[src/hdl/cbod_consts.svh]
`ifndef CBOD_CONSTS_SVH
`define CBOD_CONSTS_SVH
// instruction word fields
`define CBOD_OP1_HI   23
`define CBOD_OP1_LO   20
`define CBOD_OP2_HI   19
`define CBOD_OP2_LO   16
`define CBOD_R_HI     15
`define CBOD_R_LO     12
`define CBOD_S_HI     11
`define CBOD_S_LO     8
`define CBOD_T_HI     7
`define CBOD_T_LO     4
`define CBOD_OP0_HI   3
`define CBOD_OP0_LO   0
// op1:op2 codes, op0 is zero for all
`define CBOD_OP0_VAL  4'h0
`define CBOD_OP_OLE   8'h6b
`define CBOD_OP_OLT   8'h4b
`define CBOD_OP_OR    8'h20
`define CBOD_OP_ORB   8'h22
`define CBOD_OP_BOOL_OR_COMPLEMENT_OP  8'h32
`define CBOD_OP_SIGNED_QUOTIENT_OP  8'hd2
`define CBOD_OP_UNSIGNED_QUOTIENT_OP  8'hc2
`define CBOD_DIV_STEPS 6'h20
`endif

[src/hdl/cbod_pkg.sv]
package cbod_pkg;
  typedef enum logic [2:0] {
    CBOD_IDLE = 3'b001,
    CBOD_DIV  = 3'b010,
    CBOD_DONE = 3'b100
  } cbod_state_t;

  typedef struct packed {
    cbod_state_t state;
    logic [31:0] quo;
    logic [32:0] rem;
    logic [31:0] dvsr;
    logic [5:0]  cnt;
    logic        neg_q;
    logic [3:0]  dst;
    logic        ar_we;
    logic [3:0]  ar_waddr;
    logic [31:0] ar_wdata;
    logic        br_we;
    logic [3:0]  br_waddr;
    logic        br_wdata;
    logic        exc_fp;
    logic        exc_div;
  } cbod_st_t;
endpackage : cbod_pkg

[src/hdl/cbod_unit.sv]
// Function
// - ordered less-or-equal compare writes 1 only if no NaN and s <= t.
// - ordered less-than compare writes 1 only if no NaN and s < t.
// - plus zero and minus zero compare equal in both compares.
// - any NaN operand forces compare result to 0.
// - fp unit disabled makes compares raise exception, no Boolean write.
// - bitwise OR of two address registers into destination address register.
// - Boolean OR of two Boolean bits into destination Boolean bit.
// - Boolean OR of first bit with complement of second bit.
// - signed 32-bit quotient truncated toward zero into address register.
// - signed quotient by zero raises divide exception, no write.
// - most negative by minus one gives no exception or overflow flag.
// - unsigned 32-bit quotient low bits into address register.
// - unsigned quotient by zero raises divide exception, no write.
`timescale 1ns/1ps
`default_nettype none
`include "cbod_consts.svh"
module cbod_unit
  import cbod_pkg::*;
(
  input  wire logic        CLOCK,
  input  wire logic        SRST,
  input  wire logic        ISSUE_VALID,
  input  wire logic [23:0] INSTR,
  input  wire logic        FP_ENABLE,
  output logic             ISSUE_READY,
  output logic [3:0]       AR_RADDR_S,
  output logic [3:0]       AR_RADDR_T,
  input  wire logic [31:0] AR_RDATA_S,
  input  wire logic [31:0] AR_RDATA_T,
  output logic [3:0]       FR_RADDR_S,
  output logic [3:0]       FR_RADDR_T,
  input  wire logic [31:0] FR_RDATA_S,
  input  wire logic [31:0] FR_RDATA_T,
  output logic [3:0]       BR_RADDR_S,
  output logic [3:0]       BR_RADDR_T,
  input  wire logic        BR_RDATA_S,
  input  wire logic        BR_RDATA_T,
  output logic             AR_WE,
  output logic [3:0]       AR_WADDR,
  output logic [31:0]      AR_WDATA,
  output logic             BR_WE,
  output logic [3:0]       BR_WADDR,
  output logic             BR_WDATA,
  output logic             FP_UNIT_DISABLED_EXC,
  output logic             DIVIDE_BY_ZERO_EXC
);

  ////////////////////////////////////////////////////////////////////////////
  function automatic logic is_nan(input logic [31:0] f);
    is_nan = (f[30:23] == 8'hff) && (f[22:0] != 23'h000000);
  endfunction : is_nan

  // numeric order key: zeros of either sign map to the same key
  function automatic logic [31:0] ord_key(input logic [31:0] f);
    if (f[30:0] == 31'h00000000)
      ord_key = 32'h80000000;
    else if (f[31])
      ord_key = ~f;
    else
      ord_key = {1'b1, f[30:0]};
  endfunction : ord_key

  function automatic logic [31:0] abs32(input logic [31:0] v);
    abs32 = v[31] ? (32'h00000000 - v) : v;
  endfunction : abs32

  ////////////////////////////////////////////////////////////////////////////
  cbod_st_t st_reg;
  cbod_st_t st_next;

  logic [3:0]  f_r;
  logic [3:0]  f_s;
  logic [3:0]  f_t;
  logic [7:0]  f_op;
  logic        op0_ok;
  logic        fire;
  logic        any_nan;
  logic [31:0] key_s;
  logic [31:0] key_t;
  logic [32:0] trial;

  assign f_r    = INSTR[`CBOD_R_HI:`CBOD_R_LO];
  assign f_s    = INSTR[`CBOD_S_HI:`CBOD_S_LO];
  assign f_t    = INSTR[`CBOD_T_HI:`CBOD_T_LO];
  assign f_op   = INSTR[`CBOD_OP1_HI:`CBOD_OP2_LO];
  assign op0_ok = INSTR[`CBOD_OP0_HI:`CBOD_OP0_LO] == `CBOD_OP0_VAL;

  assign ISSUE_READY = (st_reg.state == CBOD_IDLE);
  assign fire        = ISSUE_VALID && ISSUE_READY && op0_ok;

  assign AR_RADDR_S = f_s;
  assign AR_RADDR_T = f_t;
  assign FR_RADDR_S = f_s;
  assign FR_RADDR_T = f_t;
  assign BR_RADDR_S = f_s;
  assign BR_RADDR_T = f_t;

  assign any_nan = is_nan(FR_RDATA_S) || is_nan(FR_RDATA_T);
  assign key_s   = ord_key(FR_RDATA_S);
  assign key_t   = ord_key(FR_RDATA_T);
  assign trial   = {st_reg.rem[31:0], st_reg.quo[31]} - {1'b0, st_reg.dvsr};

  ////////////////////////////////////////////////////////////////////////////
  always_comb begin
    st_next          = st_reg;
    st_next.ar_we    = 1'b0;
    st_next.br_we    = 1'b0;
    st_next.exc_fp   = 1'b0;
    st_next.exc_div  = 1'b0;
    case (st_reg.state)
      CBOD_IDLE: begin
        if (fire) begin
          case (f_op)
            `CBOD_OP_OLE, `CBOD_OP_OLT: begin
              if (!FP_ENABLE) begin
                st_next.exc_fp = 1'b1;
              end else begin
                st_next.br_we    = 1'b1;
                st_next.br_waddr = f_r;
                if (f_op == `CBOD_OP_OLE)
                  st_next.br_wdata = !any_nan && (key_s <= key_t);
                else
                  st_next.br_wdata = !any_nan && (key_s < key_t);
              end
            end
            `CBOD_OP_OR: begin
              st_next.ar_we    = 1'b1;
              st_next.ar_waddr = f_r;
              st_next.ar_wdata = AR_RDATA_S | AR_RDATA_T;
            end
            `CBOD_OP_ORB: begin
              st_next.br_we    = 1'b1;
              st_next.br_waddr = f_r;
              st_next.br_wdata = BR_RDATA_S | BR_RDATA_T;
            end
            `CBOD_OP_BOOL_OR_COMPLEMENT_OP: begin
              st_next.br_we    = 1'b1;
              st_next.br_waddr = f_r;
              st_next.br_wdata = BR_RDATA_S | ~BR_RDATA_T;
            end
            `CBOD_OP_SIGNED_QUOTIENT_OP, `CBOD_OP_UNSIGNED_QUOTIENT_OP: begin
              if (AR_RDATA_T == 32'h00000000) begin
                st_next.exc_div = 1'b1;
              end else begin
                st_next.state = CBOD_DIV;
                st_next.dst   = f_r;
                st_next.rem   = 33'h000000000;
                st_next.cnt   = `CBOD_DIV_STEPS;
                if (f_op == `CBOD_OP_SIGNED_QUOTIENT_OP) begin
                  // magnitudes, sign fixed at the end; wraps for min/-1
                  st_next.quo   = abs32(AR_RDATA_S);
                  st_next.dvsr  = abs32(AR_RDATA_T);
                  st_next.neg_q = AR_RDATA_S[31] ^ AR_RDATA_T[31];
                end else begin
                  st_next.quo   = AR_RDATA_S;
                  st_next.dvsr  = AR_RDATA_T;
                  st_next.neg_q = 1'b0;
                end
              end
            end
            default: begin
            end
          endcase
        end
      end
      CBOD_DIV: begin
        // restoring division, one quotient bit per cycle
        if (!trial[32]) begin
          st_next.rem = trial;
          st_next.quo = {st_reg.quo[30:0], 1'b1};
        end else begin
          st_next.rem = {st_reg.rem[31:0], st_reg.quo[31]};
          st_next.quo = {st_reg.quo[30:0], 1'b0};
        end
        st_next.cnt = st_reg.cnt - 6'h01;
        if (st_reg.cnt == 6'h01)
          st_next.state = CBOD_DONE;
      end
      CBOD_DONE: begin
        st_next.ar_we    = 1'b1;
        st_next.ar_waddr = st_reg.dst;
        st_next.ar_wdata = st_reg.neg_q ? (32'h00000000 - st_reg.quo) : st_reg.quo;
        st_next.state    = CBOD_IDLE;
      end
      default: begin
        st_next.state = CBOD_IDLE;
      end
    endcase
  end

  always_ff @(posedge CLOCK) begin
    if (SRST)
      st_reg <= '{state: CBOD_IDLE, default: '0};
    else
      st_reg <= st_next;
  end

  assign AR_WE                = st_reg.ar_we;
  assign AR_WADDR             = st_reg.ar_waddr;
  assign AR_WDATA             = st_reg.ar_wdata;
  assign BR_WE                = st_reg.br_we;
  assign BR_WADDR             = st_reg.br_waddr;
  assign BR_WDATA             = st_reg.br_wdata;
  assign FP_UNIT_DISABLED_EXC = st_reg.exc_fp;
  assign DIVIDE_BY_ZERO_EXC   = st_reg.exc_div;

endmodule : cbod_unit
`default_nettype wire

[config.mk]
export PLATFORM = sky130hd
export DESIGN_NAME = cbod_unit
export DESIGN_NICKNAME = d
export VERILOG_FILES = /design/src/hdl/cbod_pkg.sv /design/src/hdl/cbod_unit.sv
export VERILOG_INCLUDE_DIRS = /design/src /design/src/hdl
export SDC_FILE = /design/constraint.sdc
export NUM_CORES = 1
export LEC_CHECK = 0
export ABC_CLOCK_PERIOD_IN_PS = 10000
export BUFFER_PORTS_ARGS = -buffer_cell sky130_fd_sc_hd__buf_2
export CORE_AREA = 2 2 157 159
export DETAILED_ROUTE_END_ITERATION = 6
export DIE_AREA = 0 0 159 161
export PLACE_DENSITY = 0.7
export SLEW_MARGIN = 20
export SYNTH_ARGS = -nofsm -noshare
export SYNTH_HDL_FRONTEND = slang
export SYNTH_SLANG_ARGS = --single-unit
[constraint.sdc]
create_clock -name CLOCK -period 10 [get_ports CLOCK]
set_input_delay 2.5 -clock CLOCK [delete_from_list [all_inputs] [get_ports CLOCK]]
set_output_delay 2.5 -clock CLOCK [all_outputs]
set_load 0.01 [all_outputs]
Yosys cells after proc, flatten, opt, wreduce, memory -nomap -nowiden
Cells that the tools add are included.

$add $sub $neg: 5. Reduce and logical (&&, ||, !) cells: 27. Muxes and demuxes: 27. Order comparisons: 2. Equality and inequality tests: 19. Bitwise operators: 12.

Operator list (count): $mux 32 (9); $mux 111 (2); $mux 156 (1); $pmux 65 s2 (1); $sub 1x32->32 const A (3); $pmux 37 s2 (1); $not 32->32 (2); $logic_not 31->1 (2); $reduce_bool 23->1 (2); $mux 37 (1); $mux 34 (1); $sub 33x32->33 (1); $eq 8x8->1 const B (4); $le 32x32->1 (1); $logic_not 32->1 (1); $lt 32x32->1 (1); $or 32x32->32 (1); $eq 8x6->1 const B (3); $pmux 6 s3 (1); $eq 8x7->1 const B (2); $reduce_and 4->1 (4); $pmux 6 s2 (1); $reduce_or 4->1 (2); $eq 6x1->1 const B (1); other kinds (22) (44).

Output and inout port bits: 70. Word-level logic and storage cells: 107. Bits in registers: 155. Input port bits: 158.

Logic depth before layout (Yosys ltp)
Depth after elaboration: 10. Mapped depth: 17.

Worst setup path after synthesis
No wires, ideal clock.

Path kind: input port to flip-flop. Start: input port FR_RDATA_S[11]. End: register st_reg (netlist bit BR_WDATA). Setup time: 0.078 ns. Stages: 16. Arrival: 5.050 ns. Required time: 9.922 ns. Path buffers: 2. Setup slack: 4.872 ns. Cells stage by stage: nor4_1 > nand4_1 > nor2_1 > and3_1 > clkbuf_1 > buf_1 > nor2_1 > ha_1 > a21o_1 > a21o_1 > a21oi_1 > o21ai_0 > a311oi_1 > o211ai_1 > o2111a_1 > nor3_1.

Cells in the longest elaborated chain, start to end: 8.

Ends and longest elaborated chain: start, declared (line cbod_unit.sv:33) `input wire logic [31:0] FR_RDATA_S,`; branches (longest 5 deep; another with $lt 32x32->1); $mux 1 (*) (line cbod_unit.sv:121) `` if (f_op == `CBOD_OP_OLE) ``; $mux 6 (*) (line cbod_unit.sv:116) `if (!FP_ENABLE) begin`; $pmux 6 s3 (*) (line cbod_unit.sv:114) `case (f_op)`; end signal, assigned (line cbod_unit.sv:196) `st_reg <= st_next;`; end, declared (line cbod_unit.sv:69) `cbod_st_t st_reg;`.

Mark *: on every way between the ends. The select of a mux whose other input is x is not followed. A chain may end at the register's enable or synchronous reset.

Final worst setup path
Start: input port AR_RDATA_T[12]. End: register st_reg[55] (netlist name).

Cells in the longest elaborated chain, start to end: 3.

Ends and longest elaborated chain: start, declared (line cbod_unit.sv:30) `input wire logic [31:0] AR_RDATA_T,`; $logic_not 32->1 (line cbod_unit.sv:143) `if (AR_RDATA_T == 32'h00000000) begin`; $ne 2x2->1 (no source line); $reduce_and 4->1 (no source line).

Every way passes these cells.

==> parameters.txt <==
Parameter                              Value

Run status
  Status ... completed

Place
  Setup slack after placement ... between 3 and 4 ns
  Placed Instances ... between 1,500 and 2,000
  Number of buffers inserted by port buffering ... between 150 and 200
  DP Area ... roughly 0.013 mm²
  Last weighted congestion value of the routability-driven placer ... roughly 0.96
  Half-perimeter wire length after detailed placement ... around 25 mm

Yosys
  Syn Inst Count ... ~1,600
  Share of the synthesized area in compound gates (AO/OA/AOI/OAI) ... 0.219
  Library cell with the largest summed area after synthesis ... sky130_fd_sc_hd__dfxtp_1
  Avg Inst Size Synth ... roughly 7.6 µm²
  Share of the synthesized area in the top cell type ... 0.259
  Number of enable flip-flop cells after synthesis ... 0
  Synth Area in Simple Gates ... 0.204
  Synth cell types ... 64
  Biggest area contributors in the synthesized netlist ... sky130_fd_sc_hd__dfxtp_1 26%, sky130_fd_sc_hd__xnor2_1 7.4%, sky130_fd_sc_hd__ha_1 7.3%
  Sequential fraction of the synthesis area ... 0.259
  Multiplexer fraction of the synthesized cell area ... 0.0242
  Synthesized netlist net count ... around 1,800
  Synth Area in XOR/XNOR ... 0.133
  Seq cells post-synth ... 155
  Summed instance area of the synthesized netlist ... around 0.012 mm²
  Syn. warnings ... 0
  Ys flop type ... sky130_fd_sc_hd__dfxtp_1
  Adder-cell area share of the yosys netlist ... 0.0748
  Main combinational cell family by area after synthesis ... compound AO/OA/AOI/OAI gates
  Share of synthesized flip-flops with an asynchronous set or reset ... 0

Power
  Maximum vdd ir drop ... between 0.08 and 0.09 mV
  Leakage power total ... between 5 and 6 nW
  Cell Pwr Density ... around 110 mW/mm²
  Final Total Pwr ... 1.53 mW

Hold path
  Hold crit path type ... reg -> reg

Critical path
  Required time worst endpoint ... a little over 10 ns
  Arrival @ worst endpoint ... 6.26 ns
  Reg2reg setup slack ... 6.28 ns
  Largest delay share family, worst path ... simple AND/OR/NAND/NOR gates
  Worst setup SP type ... primary input
  Crit. End Element ... register
  Slowest cell on the critical path ... sky130_fd_sc_hd__nor2_4
  Kind of critical path ... in -> reg
  Crit-path max FO ... 95
  Cell-by-cell listing of the critical path ... buf_2, nor3_1, nand2b_1, nor4_1, nand3b_1, or3_1, o311a_4, nor2_4, nor2_1, o21a_1
  Buf/Inv on CP ... 1
  Delay of the slowest critical-path stage ... between 0.7 and 0.8 ns

STA
  Total negative setup slack ... 0 ns
  Transition at the pin with the smallest max-transition slack ... around 1.1 ns
  Max Slew Vio Count ... 0
  Max Fclk ... between 150 and 200 MHz
  RSZ-0062 raised after global routing ... false
  Fin Hold WS ... 0.458 ns
  Final setup violating endpoints ... 0
  Slew margin rel. ... 0.272
  Hold violation total from the final report ... 0
  Clock skew ... roughly 0.011 ns
  Final critical-path setup slack ... just over 4 ns
  Final period util ... 0.594
  Time the worst path needs with I/O delays and setup ... 5.94 ns

Clock tree
  Post CTS Setup Buffer Count ... 0
  Hold-fix buffer count after cts ... 0
  Number of sinks driven by the clock tree ... 155
  Clock tree from TritonCTS ... yes
  Clock latency on the worst-skew pair ... 0.44 ns
  Root buffer selected by CTS ... sky130_fd_sc_hd__clkbuf_16
  H-tree depth ... 4
  Post-CTS Resized ... 0
  Inserted Clock Buffers ... 17
  Clock slew at reported path FFs ... 0.07 ns
  Max Buffers Root-to-Sink ... 2

Cells and area
  Core Util, Final ... 0.556
  Total Nets Final ... between 1,500 and 2,000
  Most common library cell in the layout ignoring fill and taps ... sky130_fd_sc_hd__nand2_1
  Final design area excluding fillers ... 0.0133 mm²
  Number of flip-flops under the largest register name ... 110
  Layout area overhead ... 11.3%
  Count of fill cells added during filler insertion ... ~2,400
  FF/Latch Area ... between 0.003 and 0.004 mm²
  Fraction of final layout cells with drive strength greater than 1 ... 0.156
  Commonest cells after routing, fill and taps aside ... 220 x sky130_fd_sc_hd__nand2_1, 194 x sky130_fd_sc_hd__buf_2, 155 x sky130_fd_sc_hd__dfxtp_1
  Final non-filler cell total ... between 1,500 and 2,000
  Area taken by multi-input logic gates ... between 0.007 and 0.008 mm²

Floorplanning
  Die area ... around 0.026 mm²
  Die width ... roughly 160 µm
  Count of pins on the block boundary ... about 230
  Initial standard-cell utilization of the core ... 0.500
  Height of the die ... 161 µm
  Number of placement rows ... 57
  Total core area ... 0.0240 mm²

Global routing
  Wire length of the first global-routing pass ... 55.3 mm
  Number of antenna violations at the first check in global routing ... 4
  Vias in the first global route ... ~11,000
  Global-route total usage across every layer ... 0.261
  Total congestion overflow after global routing ... 0
  Largest net degree at the start of global routing ... 96

Detailed routing
  Overall via count from detail_route ... around 12,000
  Post-route ant nets ... 0
  Number of DRC markers after the initial detailed-route iteration ... 889
  DRC viols ... 0
  Total Wirelength ... approximately 34 mm
  First-pass iteration count of the detailed router ... 5
  Via density per instance ... ~5.8
  Detailed-route wire length per cell ... approximately 17 µm

Run
  Max cap viols ... 0
path summary, 6_finish.rpt:
kind	from	end	depth (start not counted)
max	AR_RDATA_T[12]	st_reg[55]	10
min	st_reg[47]	st_reg[47]	2
max reg2reg	st_reg[152]	st_reg[104]	13
min reg2reg	st_reg[47]	st_reg[47]	2
tightest hold or removal path, cell delays in order, from the launching register on:
cell and delay, ns:
sky130_fd_sc_hd__dfxtp_1 0.31, sky130_fd_sc_hd__nand2_1 0.05, sky130_fd_sc_hd__a21oi_1 0.05
layout make-up:
type	instances	area share
well taps	324	0.0304
clock buffers	17	0.0319
repair buffers	207	0.0801
multi-input cells	1225	0.592
clock inverters	15	0.0172
flip-flops and latches	155	0.233
inverters	52	0.0146
diodes	4	0.000751
cell families after synthesis:
logic type,Yosys count
buffers and inverters,203
and+or+nand+nor,525
adders and majority gates,71
DFF,155
muxes,29
AOI/OAI and AO/OA,418
xor gates and xnor gates,182
cell usage after synthesis, types with 22 or more instances:
cell and number:
sky130_fd_sc_hd__inv_1 52, sky130_fd_sc_hd__a31oi_1 36, sky130_fd_sc_hd__xnor2_1 101, sky130_fd_sc_hd__a21oi_1 111, sky130_fd_sc_hd__nor4_1 29, sky130_fd_sc_hd__dfxtp_1 155
sky130_fd_sc_hd__mux2i_1 29, sky130_fd_sc_hd__nand4_1 22, sky130_fd_sc_hd__a211oi_1 33, sky130_fd_sc_hd__a21o_1 23, sky130_fd_sc_hd__ha_1 70, sky130_fd_sc_hd__xor2_1 81
sky130_fd_sc_hd__a22oi_1 35, sky130_fd_sc_hd__o31ai_1 25, sky130_fd_sc_hd__nand3_1 23, sky130_fd_sc_hd__clkbuf_1 64, sky130_fd_sc_hd__o21ai_0 98, sky130_fd_sc_hd__nand2_1 220
sky130_fd_sc_hd__nor2_1 121, sky130_fd_sc_hd__nor3_1 28, sky130_fd_sc_hd__buf_4 68
per-layer routing:
metal  routed length (µm)  vias to the layer above  track usage
met3                 1650                       75       0.0375
met1                15300                     5400        0.343
li1                     -                     5708            -
met5                    0                        -            0
met4                 1140                        0        0.104
met2                15900                      344        0.433
power by group:
| part | switching [mW] | internal [mW] |
|---|---|---|
| clock network | 0.296 | 0.429 |
| registers | 0.0000863 | 0.617 |
| logic | 0.109 | 0.0778 |
| total | 0.406 | 1.12 |
Power figures use the tool's default switching activity.
